File: src/hw/pcg_pkg.sv
// Purpose: constants and types for the peripheral clock gating block
// Assumes: 32-bit register port, one 10 MHz clock
// Notes: offsets are byte addresses in the system control space
package pcg_pkg;
    // ==================================================
    // register map
    localparam logic [11:0] RUN_ONE_OFS = 12'h104;
    localparam logic [11:0] SLEEP_ONE_OFS = 12'h114;
    localparam logic [11:0] DEEP_ONE_OFS = 12'h124;
    localparam logic [11:0] RUN_ZERO_OFS = 12'h100;
    localparam logic [11:0] SLEEP_ZERO_OFS = 12'h110;
    localparam logic [11:0] DEEP_ZERO_OFS = 12'h120;
    localparam logic [11:0] CFG_OFS = 12'h060;
    localparam logic [11:0] INT_STAT_OFS = 12'h200;
    localparam logic [11:0] INT_MASK_OFS = 12'h204;
    localparam logic [11:0] STATE_OFS = 12'h208;
    // ==================================================
    // fields
    localparam logic [31:0] ONE_WMASK = 32'h070F_5037;
    localparam logic [31:0] ZERO_WMASK = 32'h0000_0048;
    localparam int HIBERNATE_BIT = 6;
    localparam int WDOG_BIT = 3;
    localparam int AUTO_GATE_BIT = 27;
    localparam logic [31:0] GATE_RESET = 32'h0000_0000;
    localparam int N_UNITS = 16;
    // unit index -> bit position in gate set one
    localparam logic [4:0] UNIT_POS [0:14] = '{
        5'h00, 5'h01, 5'h02, 5'h04, 5'h05, 5'h0C, 5'h0E,
        5'h10, 5'h11, 5'h12, 5'h13, 5'h18, 5'h19, 5'h1A, 5'h00};
    localparam int IRQ_FAULT = 0;
    localparam int IRQ_MODE = 1;

    typedef enum logic [1:0] {
        PCG_RUN = 2'b00,
        PCG_SLEEP = 2'b01,
        PCG_DEEP = 2'b10
    } pcg_mode_t;

    typedef struct packed {
        logic [11:0] addr;
        logic [31:0] wdata;
        logic wr;
        logic rd;
    } pcg_req_t;
endpackage

File: src/hw/pcg_top.sv
// Purpose: peripheral clock gating registers and enables
// Assumes: unit accesses arrive as a select of one or more units with a strobe
// Notes: unit index 0..15: async 0-2, sync 3-4, two-wire 5-6,
//        counters 7-10, comparators 11-13, watchdog 14, hibernation 15
`timescale 1ns/1ps
module pcg_top
    import pcg_pkg::*;
(
    input wire logic i_ref_clk,
    input wire logic i_arst_n,
    input wire logic [11:0] i_addr,
    input wire logic [31:0] i_wdata,
    input wire logic i_wr,
    input wire logic i_rd,
    output logic [31:0] o_rdata,
    input wire logic [1:0] i_mode,
    input wire logic [N_UNITS-1:0] i_unit_sel,
    input wire logic i_unit_strobe,
    output logic [N_UNITS-1:0] o_unit_clk_en,
    output logic o_bus_fault,
    output logic o_irq
);
    // ==================================================
    // registers
    pcg_req_t req;
    logic [31:0] run_gate_set_one;
    logic [31:0] sleep_gate_set_one;
    logic [31:0] deep_sleep_gate_set_one;
    logic [31:0] run_gate_set_zero;
    logic [31:0] sleep_gate_set_zero;
    logic [31:0] deep_sleep_gate_set_zero;
    logic auto_clock_gating_bit;
    logic [1:0] int_stat;
    logic [1:0] int_mask;
    pcg_mode_t mode_q;

    assign req = '{addr: i_addr, wdata: i_wdata, wr: i_wr, rd: i_rd};

    // ==================================================
    // decode
    wire wr_run1 = req.wr && (req.addr == RUN_ONE_OFS);
    wire wr_slp1 = req.wr && (req.addr == SLEEP_ONE_OFS);
    wire wr_dep1 = req.wr && (req.addr == DEEP_ONE_OFS);
    wire wr_run0 = req.wr && (req.addr == RUN_ZERO_OFS);
    wire wr_slp0 = req.wr && (req.addr == SLEEP_ZERO_OFS);
    wire wr_dep0 = req.wr && (req.addr == DEEP_ZERO_OFS);
    wire wr_cfg = req.wr && (req.addr == CFG_OFS);
    wire wr_stat = req.wr && (req.addr == INT_STAT_OFS);
    wire wr_mask = req.wr && (req.addr == INT_MASK_OFS);

    logic [31:0] rd_mux;
    always_comb begin
        unique case (req.addr)
            RUN_ONE_OFS: rd_mux = run_gate_set_one;
            SLEEP_ONE_OFS: rd_mux = sleep_gate_set_one;
            DEEP_ONE_OFS: rd_mux = deep_sleep_gate_set_one;
            RUN_ZERO_OFS: rd_mux = run_gate_set_zero;
            SLEEP_ZERO_OFS: rd_mux = sleep_gate_set_zero;
            DEEP_ZERO_OFS: rd_mux = deep_sleep_gate_set_zero;
            CFG_OFS: rd_mux = 32'(auto_clock_gating_bit) << AUTO_GATE_BIT;
            INT_STAT_OFS: rd_mux = {30'h0, int_stat};
            INT_MASK_OFS: rd_mux = {30'h0, int_mask};
            STATE_OFS: rd_mux = {30'h0, mode_q};
            default: rd_mux = 32'h0000_0000;
        endcase
    end

    // ==================================================
    // gate registers; reserved bits never stored so they read zero
    always_ff @(posedge i_ref_clk or negedge i_arst_n) begin
        if (!i_arst_n) begin
            run_gate_set_one <= GATE_RESET;
            sleep_gate_set_one <= GATE_RESET;
            deep_sleep_gate_set_one <= GATE_RESET;
            run_gate_set_zero <= GATE_RESET;
            sleep_gate_set_zero <= GATE_RESET;
            deep_sleep_gate_set_zero <= GATE_RESET;
            auto_clock_gating_bit <= 1'b0;
            int_mask <= 2'h0;
        end else begin
            if (wr_run1) run_gate_set_one <= req.wdata & ONE_WMASK;
            if (wr_slp1) sleep_gate_set_one <= req.wdata & ONE_WMASK;
            if (wr_dep1) deep_sleep_gate_set_one <= req.wdata & ONE_WMASK;
            if (wr_run0) run_gate_set_zero <= req.wdata & ZERO_WMASK;
            if (wr_slp0) sleep_gate_set_zero <= req.wdata & ZERO_WMASK;
            if (wr_dep0) deep_sleep_gate_set_zero <= req.wdata & ZERO_WMASK;
            if (wr_cfg) auto_clock_gating_bit <= req.wdata[AUTO_GATE_BIT];
            if (wr_mask) int_mask <= req.wdata[1:0];
        end
    end

    // ==================================================
    // active set selection
    wire use_sleep = auto_clock_gating_bit && (mode_q == PCG_SLEEP);
    wire use_deep = auto_clock_gating_bit && (mode_q == PCG_DEEP);
    wire [31:0] act_one = use_deep ? deep_sleep_gate_set_one :
        use_sleep ? sleep_gate_set_one : run_gate_set_one;
    wire [31:0] act_zero = use_deep ? deep_sleep_gate_set_zero :
        use_sleep ? sleep_gate_set_zero : run_gate_set_zero;

    logic [N_UNITS-1:0] next_clk_en;
    genvar g;
    generate
        for (g = 0; g < 14; g++) begin : g_one
            assign next_clk_en[g] = act_one[UNIT_POS[g]];

            // each enable follows the set picked by mode and auto gating
            chk_unit_run: assert property (
                @(posedge i_ref_clk) disable iff (!i_arst_n)
                !auto_clock_gating_bit
                |=> o_unit_clk_en[g] == $past(run_gate_set_one[UNIT_POS[g]])
            ) else begin
                $error("unit enable not taken from run set");
            end

            chk_unit_sleep: assert property (
                @(posedge i_ref_clk) disable iff (!i_arst_n)
                (auto_clock_gating_bit && mode_q == PCG_SLEEP)
                |=> o_unit_clk_en[g] == $past(sleep_gate_set_one[UNIT_POS[g]])
            ) else begin
                $error("unit enable not taken from sleep set");
            end

            chk_unit_deep: assert property (
                @(posedge i_ref_clk) disable iff (!i_arst_n)
                (auto_clock_gating_bit && mode_q == PCG_DEEP)
                |=> o_unit_clk_en[g] == $past(deep_sleep_gate_set_one[UNIT_POS[g]])
            ) else begin
                $error("unit enable not taken from deep sleep set");
            end
        end
    endgenerate
    assign next_clk_en[14] = act_zero[WDOG_BIT];
    assign next_clk_en[15] = act_zero[HIBERNATE_BIT];

    // illegal mode code 2'b11 is held off as run
    pcg_mode_t next_mode;
    assign next_mode = (i_mode == 2'b11) ? PCG_RUN : pcg_mode_t'(i_mode);
    wire fault_now = i_unit_strobe && |(i_unit_sel & ~o_unit_clk_en);
    wire mode_change = next_mode != mode_q;

    // ==================================================
    // outputs and interrupt status
    always_ff @(posedge i_ref_clk or negedge i_arst_n) begin
        if (!i_arst_n) begin
            o_unit_clk_en <= '0;
            o_bus_fault <= 1'b0;
            o_rdata <= 32'h0000_0000;
            o_irq <= 1'b0;
            int_stat <= 2'h0;
            mode_q <= PCG_RUN;
        end else begin
            o_unit_clk_en <= next_clk_en;
            o_bus_fault <= fault_now;
            o_rdata <= req.rd ? rd_mux : 32'h0000_0000;
            mode_q <= next_mode;
            // set wins over a same-cycle clear
            int_stat[IRQ_FAULT] <= fault_now ||
                (int_stat[IRQ_FAULT] && !(wr_stat && req.wdata[IRQ_FAULT]));
            int_stat[IRQ_MODE] <= mode_change ||
                (int_stat[IRQ_MODE] && !(wr_stat && req.wdata[IRQ_MODE]));
            o_irq <= |(int_stat & int_mask);
        end
    end

    // ==================================================
    // checks
    chk_fault_when_gated: assert property (
        @(posedge i_ref_clk) disable iff (!i_arst_n)
        fault_now
        |=> o_bus_fault
    ) else begin
        $error("gated access gave no fault");
    end

    chk_no_fault_enabled: assert property (
        @(posedge i_ref_clk) disable iff (!i_arst_n)
        (i_unit_strobe && (i_unit_sel & ~o_unit_clk_en) == '0)
        |=> !o_bus_fault
    ) else begin
        $error("fault on clocked unit");
    end

    chk_run_set_applies: assert property (
        @(posedge i_ref_clk) disable iff (!i_arst_n)
        (!auto_clock_gating_bit)
        |=> (o_unit_clk_en[0] == $past(run_gate_set_one[0]))
    ) else begin
        $error("run set not applied");
    end

    chk_sleep_set_applies: assert property (
        @(posedge i_ref_clk) disable iff (!i_arst_n)
        (auto_clock_gating_bit && mode_q == PCG_SLEEP)
        |=> (o_unit_clk_en[13] == $past(sleep_gate_set_one[26]))
    ) else begin
        $error("sleep set not applied");
    end

    chk_deep_wdog: assert property (
        @(posedge i_ref_clk) disable iff (!i_arst_n)
        (auto_clock_gating_bit && mode_q == PCG_DEEP)
        |=> (o_unit_clk_en[14] == $past(deep_sleep_gate_set_zero[WDOG_BIT]))
    ) else begin
        $error("watchdog gate wrong in deep sleep");
    end

    chk_reserved_zero: assert property (
        @(posedge i_ref_clk) disable iff (!i_arst_n)
        (run_gate_set_one & ~ONE_WMASK) == '0
        && (sleep_gate_set_one & ~ONE_WMASK) == '0
    ) else begin
        $error("reserved bit stored");
    end

    chk_run_write_lands: assert property (
        @(posedge i_ref_clk) disable iff (!i_arst_n)
        wr_run1
        |=> run_gate_set_one == ($past(i_wdata) & ONE_WMASK)
    ) else begin
        $error("run set write lost");
    end

    chk_timer_bit: assert property (
        @(posedge i_ref_clk) disable iff (!i_arst_n)
        (!auto_clock_gating_bit)
        |=> (o_unit_clk_en[10] == $past(run_gate_set_one[19]))
    ) else begin
        $error("counter three gate wrong");
    end

    chk_irq_level: assert property (
        @(posedge i_ref_clk) disable iff (!i_arst_n)
        |(int_stat & int_mask)
        |=> o_irq
    ) else begin
        $error("irq missing");
    end

    // first edge out of reset must still see every unit unclocked
    chk_reset_all_clear: assert property (
        @(posedge i_ref_clk)
        $rose(i_arst_n)
        |-> (o_unit_clk_en == '0 && {run_gate_set_one, sleep_gate_set_one} == '0)
    ) else begin
        $error("gate state not clear after reset");
    end

    chk_fault_sticky: assert property (
        @(posedge i_ref_clk) disable iff (!i_arst_n)
        fault_now
        |=> int_stat[IRQ_FAULT]
    ) else begin
        $error("fault status not set");
    end

    chk_fault_needs_strobe: assert property (
        @(posedge i_ref_clk) disable iff (!i_arst_n)
        !i_unit_strobe
        |=> !o_bus_fault
    ) else begin
        $error("fault without unit access");
    end

    chk_sleep_write_lands: assert property (
        @(posedge i_ref_clk) disable iff (!i_arst_n)
        wr_slp1
        |=> sleep_gate_set_one == ($past(i_wdata) & ONE_WMASK)
    ) else begin
        $error("sleep set write lost");
    end

    chk_deep_write_lands: assert property (
        @(posedge i_ref_clk) disable iff (!i_arst_n)
        wr_dep1
        |=> deep_sleep_gate_set_one == ($past(i_wdata) & ONE_WMASK)
    ) else begin
        $error("deep sleep set write lost");
    end

    chk_zero_reserved: assert property (
        @(posedge i_ref_clk) disable iff (!i_arst_n)
        ((run_gate_set_zero | sleep_gate_set_zero | deep_sleep_gate_set_zero) & ~ZERO_WMASK) == '0
        && (deep_sleep_gate_set_one & ~ONE_WMASK) == '0
    ) else begin
        $error("reserved bit stored in gate set");
    end

    chk_deep_zero_write: assert property (
        @(posedge i_ref_clk) disable iff (!i_arst_n)
        wr_dep0
        |=> deep_sleep_gate_set_zero == ($past(i_wdata) & ZERO_WMASK)
    ) else begin
        $error("deep sleep set zero write lost");
    end

    chk_deep_hibernate: assert property (
        @(posedge i_ref_clk) disable iff (!i_arst_n)
        (auto_clock_gating_bit && mode_q == PCG_DEEP)
        |=> (o_unit_clk_en[15] == $past(deep_sleep_gate_set_zero[HIBERNATE_BIT]))
    ) else begin
        $error("hibernation gate wrong in deep sleep");
    end

    chk_mode_illegal_run: assert property (
        @(posedge i_ref_clk) disable iff (!i_arst_n)
        (i_mode == 2'b11)
        |=> mode_q == PCG_RUN
    ) else begin
        $error("illegal mode not held as run");
    end

    chk_irq_clear_level: assert property (
        @(posedge i_ref_clk) disable iff (!i_arst_n)
        !(|(int_stat & int_mask))
        |=> !o_irq
    ) else begin
        $error("irq high with nothing pending");
    end

    chk_rdata_idle: assert property (
        @(posedge i_ref_clk) disable iff (!i_arst_n)
        !req.rd
        |=> o_rdata == '0
    ) else begin
        $error("read data without read strobe");
    end

    chk_run_wdog: assert property (
        @(posedge i_ref_clk) disable iff (!i_arst_n)
        (!auto_clock_gating_bit)
        |=> (o_unit_clk_en[14] == $past(run_gate_set_zero[WDOG_BIT]))
    ) else begin
        $error("watchdog gate not from run set");
    end

    cov_fault: cover property (
        @(posedge i_ref_clk) disable iff (!i_arst_n) o_bus_fault
    );

    cov_sleep: cover property (
        @(posedge i_ref_clk) disable iff (!i_arst_n) use_sleep
    );

    cov_deep: cover property (
        @(posedge i_ref_clk) disable iff (!i_arst_n) use_deep
    );

    cov_irq: cover property (
        @(posedge i_ref_clk) disable iff (!i_arst_n) o_irq
    );

    cov_illegal_mode: cover property (
        @(posedge i_ref_clk) disable iff (!i_arst_n) i_mode == 2'b11
    );
endmodule

File: config.mk
export PLATFORM = sky130hd
export DESIGN_NAME = pcg_top
export DESIGN_NICKNAME = d
export VERILOG_FILES = /design/src/hw/pcg_pkg.sv /design/src/hw/pcg_top.sv
export SDC_FILE = /design/constraint.sdc
export NUM_CORES = 1
export LEC_CHECK = 0
export CAP_MARGIN = 20
export CORE_ASPECT_RATIO = 1.75
export CORE_UTILIZATION = 63
export DETAILED_ROUTE_END_ITERATION = 10
export DONT_BUFFER_PORTS = 1
export PLACE_DENSITY = 0.78
export SYNTH_ARGS = -nofsm -noshare
export SYNTH_HDL_FRONTEND = slang
export SYNTH_SLANG_ARGS = --single-unit
File: constraint.sdc
create_clock -name i_ref_clk -period 2.05 [get_ports i_ref_clk]
set_clock_uncertainty 0.15 [all_clocks]
set_input_delay 0.41 -clock i_ref_clk [delete_from_list [all_inputs] [get_ports i_ref_clk]]
set_output_delay 0.41 -clock i_ref_clk [all_outputs]
set_load 0.05 [all_outputs]
[Yosys cells after proc, flatten, opt, wreduce, memory -nomap -nowiden]
Cells that the tools add are included.
Word-level totals
  register bits: 105
  latch bits: 0
  RAM bits: 0
  memory bits (read-only): 0
  output and inout port bits: 50
  memories kept: 0
Operators by class
  add/sub/neg operators: 0
  multipliers: 0
  divide/modulo/power cells: 0
  $lt $le $gt $ge: 0
  eq/ne operators: 14
  shift operators: 0
  mux-type cells: 7
  bitwise logic cells: 3
  reduce and logical (&&, ||, !) cells: 22
Operators by type and width (count)
  28-bit one-hot mux with 10 select lines: 1
  12-bit by 9-bit == test with 1-bit output (second input constant): 6
  27-bit 2-to-1 mux: 2
  12-bit by 10-bit == test with 1-bit output (second input constant): 3
  32-bit 2-to-1 mux: 1
  16-bit AND: 1
  1-bit logical AND: 16
  16-bit NOT: 1
  16-bit OR reduction: 1
  7-bit 2-to-1 mux: 2
  12-bit by 7-bit == test with 1-bit output (second input constant): 1
  2-bit == test (second input constant): 2
  2-bit AND: 1
  2-bit by 1-bit == test with 1-bit output (second input constant): 1
  1-bit logical NOT: 2
  1-bit logical OR: 2
  2-bit 2-to-1 mux: 1
  2-bit inequality test: 1
  2-bit OR reduction: 1

[Logic depth before layout (Yosys ltp)]
Gate-level depths: netlist of run 1.
  word-level depth: 6
  gate-level depth with buffers: 6

[Worst setup path after synthesis of run 1]
OpenSTA, ideal clock, no wires.
  path type: input -> register
  start: input i_addr[6]
  end: register run_gate_set_one[12]
  data arrival time: 2.003 ns
  required time: 1.775 ns
  slack: -0.228 ns
  stages on the path: 6
  path buffers: 2
  path through: clkbuf_1 nor3_2 nand3b_1 nor3_2 buf_2 mux2_2
On the way
  longest elaborated chain between the ends: 2
Ends and longest elaborated chain
  start: declaration: RTL line pcg_top.sv:11  | input wire logic [11:0] i_addr,
  12-bit by 9-bit == test with 1-bit output: RTL line pcg_top.sv:41  | wire wr_run1 = req.wr && (req.addr == RUN_ONE_OFS);
  1-bit logical AND: RTL line pcg_top.sv:41
  end signal: assignment: RTL line pcg_top.sv:81  | if (wr_run1) run_gate_set_one <= req.wdata & ONE_WMASK;
  end: declaration: RTL line pcg_top.sv:26  | logic [31:0] run_gate_set_one;
Every way passes these cells.
A chain may end at the register's enable or synchronous reset.

[Final worst setup path of run 1]
  start: input i_addr[10]
  end: register o_rdata[3]
On the way
  longest elaborated chain between the ends: 3
Ends and longest elaborated chain
  12-bit by 10-bit == test with 1-bit output (tied with other cells): RTL line pcg_top.sv:53  | unique case (req.addr)
  28-bit one-hot mux with 10 select lines *: RTL line pcg_top.sv:53
  32-bit 2-to-1 mux *: RTL line pcg_top.sv:155  | o_rdata <= req.rd ? rd_mux : 32'h0000_0000;
  end signal: assignment: RTL line pcg_top.sv:155
  end: declaration: RTL line pcg_top.sv:15  | output logic [31:0] o_rdata,
Every way passes the cells marked *; elsewhere a longest branch is shown, timed or not.

==> flow_summary.toml, run 1 <==
[power]
p_sw_share_pct = 21.57
vdd_drop_max_v = 0.0007092
power_density_nw_per_um2 = 713.1
power.net_switching_uw = 749.1
p_leak_nw = 2.331
comb_power_share_pct = 5.5
internal-power_mw = 2.725
p_seq_share_pct = 51.8
power_frac_clock_pct = 42.8

[clock_network]
clk_latency_ps = 330
cts_buffers = 9
cts-hold-fix-buffers = 2
cts_resized = 0
root_buffer = "clkbuf_16"
cts_tree = "built"
post_cts_buffers = 0
path_clk_slew_ps = 50
clk_path_buf_depth = 2
cts_max_level = 3
clock-sinks = 90

[floorplanning]
initial_core_util_pct = 65.30
fp-row-count = 39
core_um2 = 6490
die_area_um2 = 7072
ios = 117
die_y_um = 110.5
die_x_um = 64

[logic_synthesis]
syn_area_um2 = 4238
ys_ff_latch = 90
synth.largest_area_cell = "dfrtp_1"
synthArstFlopShare_pct = 100.0
seq_area_frac_synth_pct = 53.14
synthFlopType = "dfrtp_1"
synth_top_area_share_pct = 53.14
yosysMostFrequentCell = "dfrtp_1"
netlist_instances = 360
yosys_warnings = 0
synth_area_leaders = "dfrtp_1 (53%), mux2_2 (17%), nor2_1 (3.1%), buf_4 (2.7%), a21oi_1 (2.5%)"
synthDistinctLibCells = 49
synth.top_cells.by_count = "dfrtp_1 (90), mux2_2 (64), nor2_1 (35)"
avgSynthCellArea_um2 = 11.77
synth_edf_count = 0

[sta]
setup_viol = 0
finalCritPeriodShare_pct = 88.98
worstMarginPinSlew_ps = 604.9
grt_setup_unrepaired = "false"
period_minus_slack_ps = 1824
slew_viol_final = 0
max_freq_mhz = 548.2
hold_violations = 90
finalSetupTns_ps = 0
holdWs_ps = -379.6
maxSlewHeadroom_pct = 59.50

[placed_design]
dp_hpwl_um = 6710
place.gp.congestion = 0.8254
numPortBuffers = 0

[detailed_routing]
ant_nets = 0
routed_via_density = 6.300
drcViolationCount = 0
drt_iter0_drc = 179
finalWirelength_um = 9783
num_vias = 2986
dr.pass1.iters = 4
routedWlPerCell_um = 20.64

[global_route]
track_usage_pct = 30.10
grt_pass1_wl_um = 15550
first_global_vias = 3096
grt_overflow = 0
grt_max_degree = 91
grt_antenna_before_repair = 0

[status]
failed_checks = "negative hold slack"
status = "complete, but fails checks"

[critical_path]
required_ps = 2150
crit_path_end_kind = "register"
crit_type = "in2reg"
cp_max_fo = 6
cp-start-kind = "input port"
crit_arrival_ps = 1920

[cells_and_area]
n_antenna_cell = 0
final_layout_size_suffix_gt1_share_pct = 31.38
final_net_count = 455
fin_util_pct = 75.05
area_growth_pct = 14.94

[hold_path]
hold_path_class = "in2async"

[job]
maxCapViolations = 0
## layout by cell type, fill, tap and decap left out, types with 2 or more instances in the layout
master | netlist | routed
a211oi_2 | 0 | 2
a21oi_1 | 21 | 21
a22o_1 | 2 | 2
a22oi_1 | 13 | 13
a32oi_1 | 2 | 2
buf_12 | 0 | 3
buf_4 | 15 | 31
clkbuf_1 | 12 | 2
clkbuf_16 | 0 | 9
clkbuf_8 | 0 | 2
conb_1 | 1 | 15
dfrtp_1 | 90 | 90
dlygate4sd3_1 | 0 | 2
inv_1 | 7 | 7
mux2_2 | 64 | 55
mux2_4 | 0 | 9
mux2i_1 | 4 | 4
nand2_1 | 6 | 6
nand2b_1 | 14 | 14
nand3b_1 | 2 | 2
nand4_1 | 3 | 3
nor2_1 | 35 | 35
nor2b_1 | 3 | 3
nor3_1 | 3 | 3
nor3_4 | 0 | 2
nor4_1 | 2 | 2
nor4b_1 | 2 | 2
o2111ai_1 | 4 | 4
o21ai_0 | 3 | 3
o22ai_1 | 16 | 16
o2bb2ai_1 | 4 | 4
or4b_4 | 2 | 2
## logic make-up after synthesis
logic type / synth area share, %
DFF: 53.14
and+or+nand+nor: 11.40
AOI/OAI and AO/OA: 11.75
muxes: 18.22
buffers and inverters: 4.990
xor gates and xnor gates: 0.4134
other: 0.08849
## worst max-delay path, cell delays in order
cell and delay (ps):
or4b_4 580, or4_4 570, a21boi_4 180, a211oi_2 180
## final cells by class
cell class	instances	area [um2]
Sequential cell	90	2252
Multi-Input combinational cell	244	1904
Fill cell	437	1619
Timing Repair Buffer	36	312.8
Clock buffer	13	260.3
Tap cell	82	102.6
Inverter	7	26.28
Clock inverter	2	12.51
## power groups by stage
stage	Sequential, mW	Clock (mW)	Combinational (mW)
finish	1.80	1.49	0.190
detailed placement	1.83	0	0.183
global placement	1.83	0	0.180
floorplan	1.84	0	0.183
global route	1.80	1.59	0.200
CTS	1.80	1.53	0.188
## routing by layer
layer  up-vias  share of wire [%]  track usage (%)
met5         -                  0                0
met4         0                3.2            15.61
met3        18                6.8            8.368
met2       123                 53            49.79
met1      1504                 37            34.88
li1       1341                  -                -
## through the flow
step / hold WS (ps) / std cells / cell area [um2] / setup WS, ps / total power, mW
2_1_floorplan: -35.59 / 374 / 4398 / -60.87 / 2.018
3_3_place_gp: -32.77 / 457 / 4578 / -95.62 / 2.010
3_5_place_dp: -33.94 / 457 / 4578 / -124.4 / 2.013
4_1_cts: -395.9 / 474 / 4871 / 232.5 / 3.517
5_1_grt: -397.6 / 474 / 4871 / 203.1 / 3.585
6_report: -379.6 / 474 / 4871 / 225.9 / 3.474
## sequential cells by signal (all words and copies together) (netlist names)
name and cells:
auto_clock_gating_bit 1, deep_sleep_gate_set_one 14, deep_sleep_gate_set_zero 2, int_mask 2, int_stat 2, mode_q 2
o_bus_fault 1, o_irq 1, o_rdata 17, o_unit_clk_en 16, run_gate_set_one 14, run_gate_set_zero 2
sleep_gate_set_one 14, sleep_gate_set_zero 2
## worst paths after layout
path                                         startpoint                                end  slack (ps)  cells after the start
worst max-delay path                         i_addr[10]               o_rdata[3]$_DFF_PN0_         230                      4
worst min-delay path                           i_arst_n              o_rdata[24]$_DFF_PN0_        -380                      0
worst max register to register      mode_q[0]$_DFF_PN0_         o_unit_clk_en[4]$_DFF_PN0_         300                      5
worst min register to register  int_mask[0]$_DFFE_PN0P_                    o_irq$_DFF_PN0_         370                      1
max in group asynchronous                      i_arst_n  sleep_gate_set_one[5]$_DFFE_PN0P_        2000                      0
min in group i_ref_clk                        i_mode[1]                mode_q[1]$_DFF_PN0_          50                      2
No activity file was read; power rests on OpenSTA's default activity.
==> run 2, diff against run 1 <==
Settings changed: CELL_PAD_IN_SITES_DETAIL_PLACEMENT from default to 1, CELL_PAD_IN_SITES_GLOBAL_PLACEMENT from default to 1, CORE_UTILIZATION 63 to 29, PLACE_DENSITY 0.78 to 0.5.
==> flow_summary.toml, run 2 (synthesis results as in run 1) <==
[placed_design]
postPlaceCellArea_um2 = 4710
dp_hpwl_um = 8370
place.gp.congestion = 0.7013
numPortBuffers = 0

[floorplanning]
die_area_um2 = 15120
ios = 117
die_x_um = 93.38
fp-row-count = 58
core_um2 = 14300
initial_core_util_pct = 29.64
die_y_um = 161.9

[sta]
period_minus_slack_ps = 1832
hold_violations = 90
max_freq_mhz = 546.0
finalSetupTns_ps = 0
holdWs_ps = -387.9
slew_viol_final = 0
setup_viol = 0
finalCritPeriodShare_pct = 89.35
grt_setup_unrepaired = "false"

[hold_path]
hold_path_class = "in2async"

[cells_and_area]
postLayoutCellArea_um2 = 5032
n_antenna_cell = 0
multi_input_area_um2 = 1913
area_growth_pct = 18.75
num-fill-cells = 1536
largest_register = "o_rdata"
fin_util_pct = 35.20
final_common_cell = "dfrtp_1"
final_cell_mix = "dfrtp_1 (90), mux2_2 (55), nor2_1 (35)"
seq_area_um2 = 2252
final_layout_size_suffix_gt1_share_pct = 31.81
final_net_count = 455
largest_reg_flops = 17
reg_top3 = "o_rdata (17), o_unit_clk_en (16)"

[power]
vdd_drop_max_v = 0.0003324
p_sw_share_pct = 23.58
p_leak_nw = 2.345
p_seq_share_pct = 48.5
power_density_nw_per_um2 = 736.1
power.net_switching_uw = 873.3
internal-power_mw = 2.831
power_frac_clock_pct = 46.3
comb_power_share_pct = 5.2
power_mw = 3.704

[global_route]
use_met1_pct = 21.55
grt_overflow = 0
grt_pass1_wl_um = 19690
grt_antenna_before_repair = 0
track_usage_pct = 17.77
top_usage_layer = "met2"
grt_max_degree = 91
grtUsageMet2_pct = 31.28
use_met3_pct = 4.213
first_global_vias = 3305

[clock_network]
clk_latency_ps = 340
cts_buffers = 9
cts-hold-fix-buffers = 2
post_cts_buffers = 0
clock-sinks = 90
cts_tree = "built"
cts_max_level = 3
path_clk_slew_ps = 70
clk_path_buf_depth = 2
root_buffer = "clkbuf_16"

[detailed_routing]
dr.pass1.iters = 4
routedWlPerCell_um = 21.82
ant_nets = 0
routed_via_density = 5.190
drcViolationCount = 0
num_vias = 2974
finalWirelength_um = 12500
drt_iter0_drc = 139

[critical_path]
r2r_end = "int_stat[0]$_DFF_PN0_"
cp_max_fo = 6
cp-start-kind = "input port"
worstRegToRegCells = 5
crit_type = "in2reg"
rrSetupSlack_ps = 370
r2r_start = "o_unit_clk_en[5]$_DFF_PN0_"
crit_path_end_kind = "register"
required_ps = 2160
crit_arrival_ps = 1940
crit_path_start = "i_addr[10]"

[job]
maxCapViolations = 0

[status]
status = "complete, but fails checks"
failed_checks = "negative hold slack"
## run 2: power groups by stage
stage / combinational (mW) / clock, mW / sequential [mW]
after global routing: 0.207 / 1.82 / 1.80
after global placement: 0.188 / 0 / 1.83
after detailed placement: 0.189 / 0 / 1.83
after CTS: 0.194 / 1.77 / 1.80
final: 0.192 / 1.72 / 1.80
after floorplan: 0.183 / 0 / 1.84
## run 2: layer usage
metal	wire [um]	up-vias
met5	0	-
met4	120	0
met3	659	8
met2	6646	93
met1	5076	1539
li1	-	1334
## run 2: final cells by class
cell class                      instances  area share (%)
Timing Repair Buffer                   36           6.216
Tap cell                              180           4.475
Clock inverter                          5           1.193
Multi-Input combinational cell        244           38.02
Inverter                                7          0.5221
Clock buffer                           11           4.823
Sequential cell                        90           44.75
## run 2: worst max-delay path by stage
stage	to	slack [ps]	depth (start not counted)
3_3_place_gp	o_rdata[19]$_DFF_PN0_	-120	4
5_1_grt	o_rdata[24]$_DFF_PN0_	180	4
4_1_cts	o_rdata[6]$_DFF_PN0_	220	4
3_5_place_dp	o_rdata[6]$_DFF_PN0_	-140	4
2_1_floorplan	o_rdata[3]$_DFF_PN0_	-60	4
6_report	o_rdata[6]$_DFF_PN0_	220	4
## run 2: worst max-delay path, cell delays in order
cell and delay, ps:
or4b_4 590, or4_4 570, a21boi_4 180, a211oi_2 190
## run 2: repair_timing
| action | 4_1_cts | 5_1_grt |
|---|---|---|
| endpoints found under the setup margin | 0 | 0 |
| resized for setup | 0 | 0 |
| hold endpoints to repair | 92 | 90 |
## run 2: metrics by stage
step	setup WS, ps	std cells
final	218.4	573
after global placement	-115.9	555
after CTS	222.5	573
after detailed placement	-137.8	555
after global routing	176.5	573
after floorplan	-60.87	374
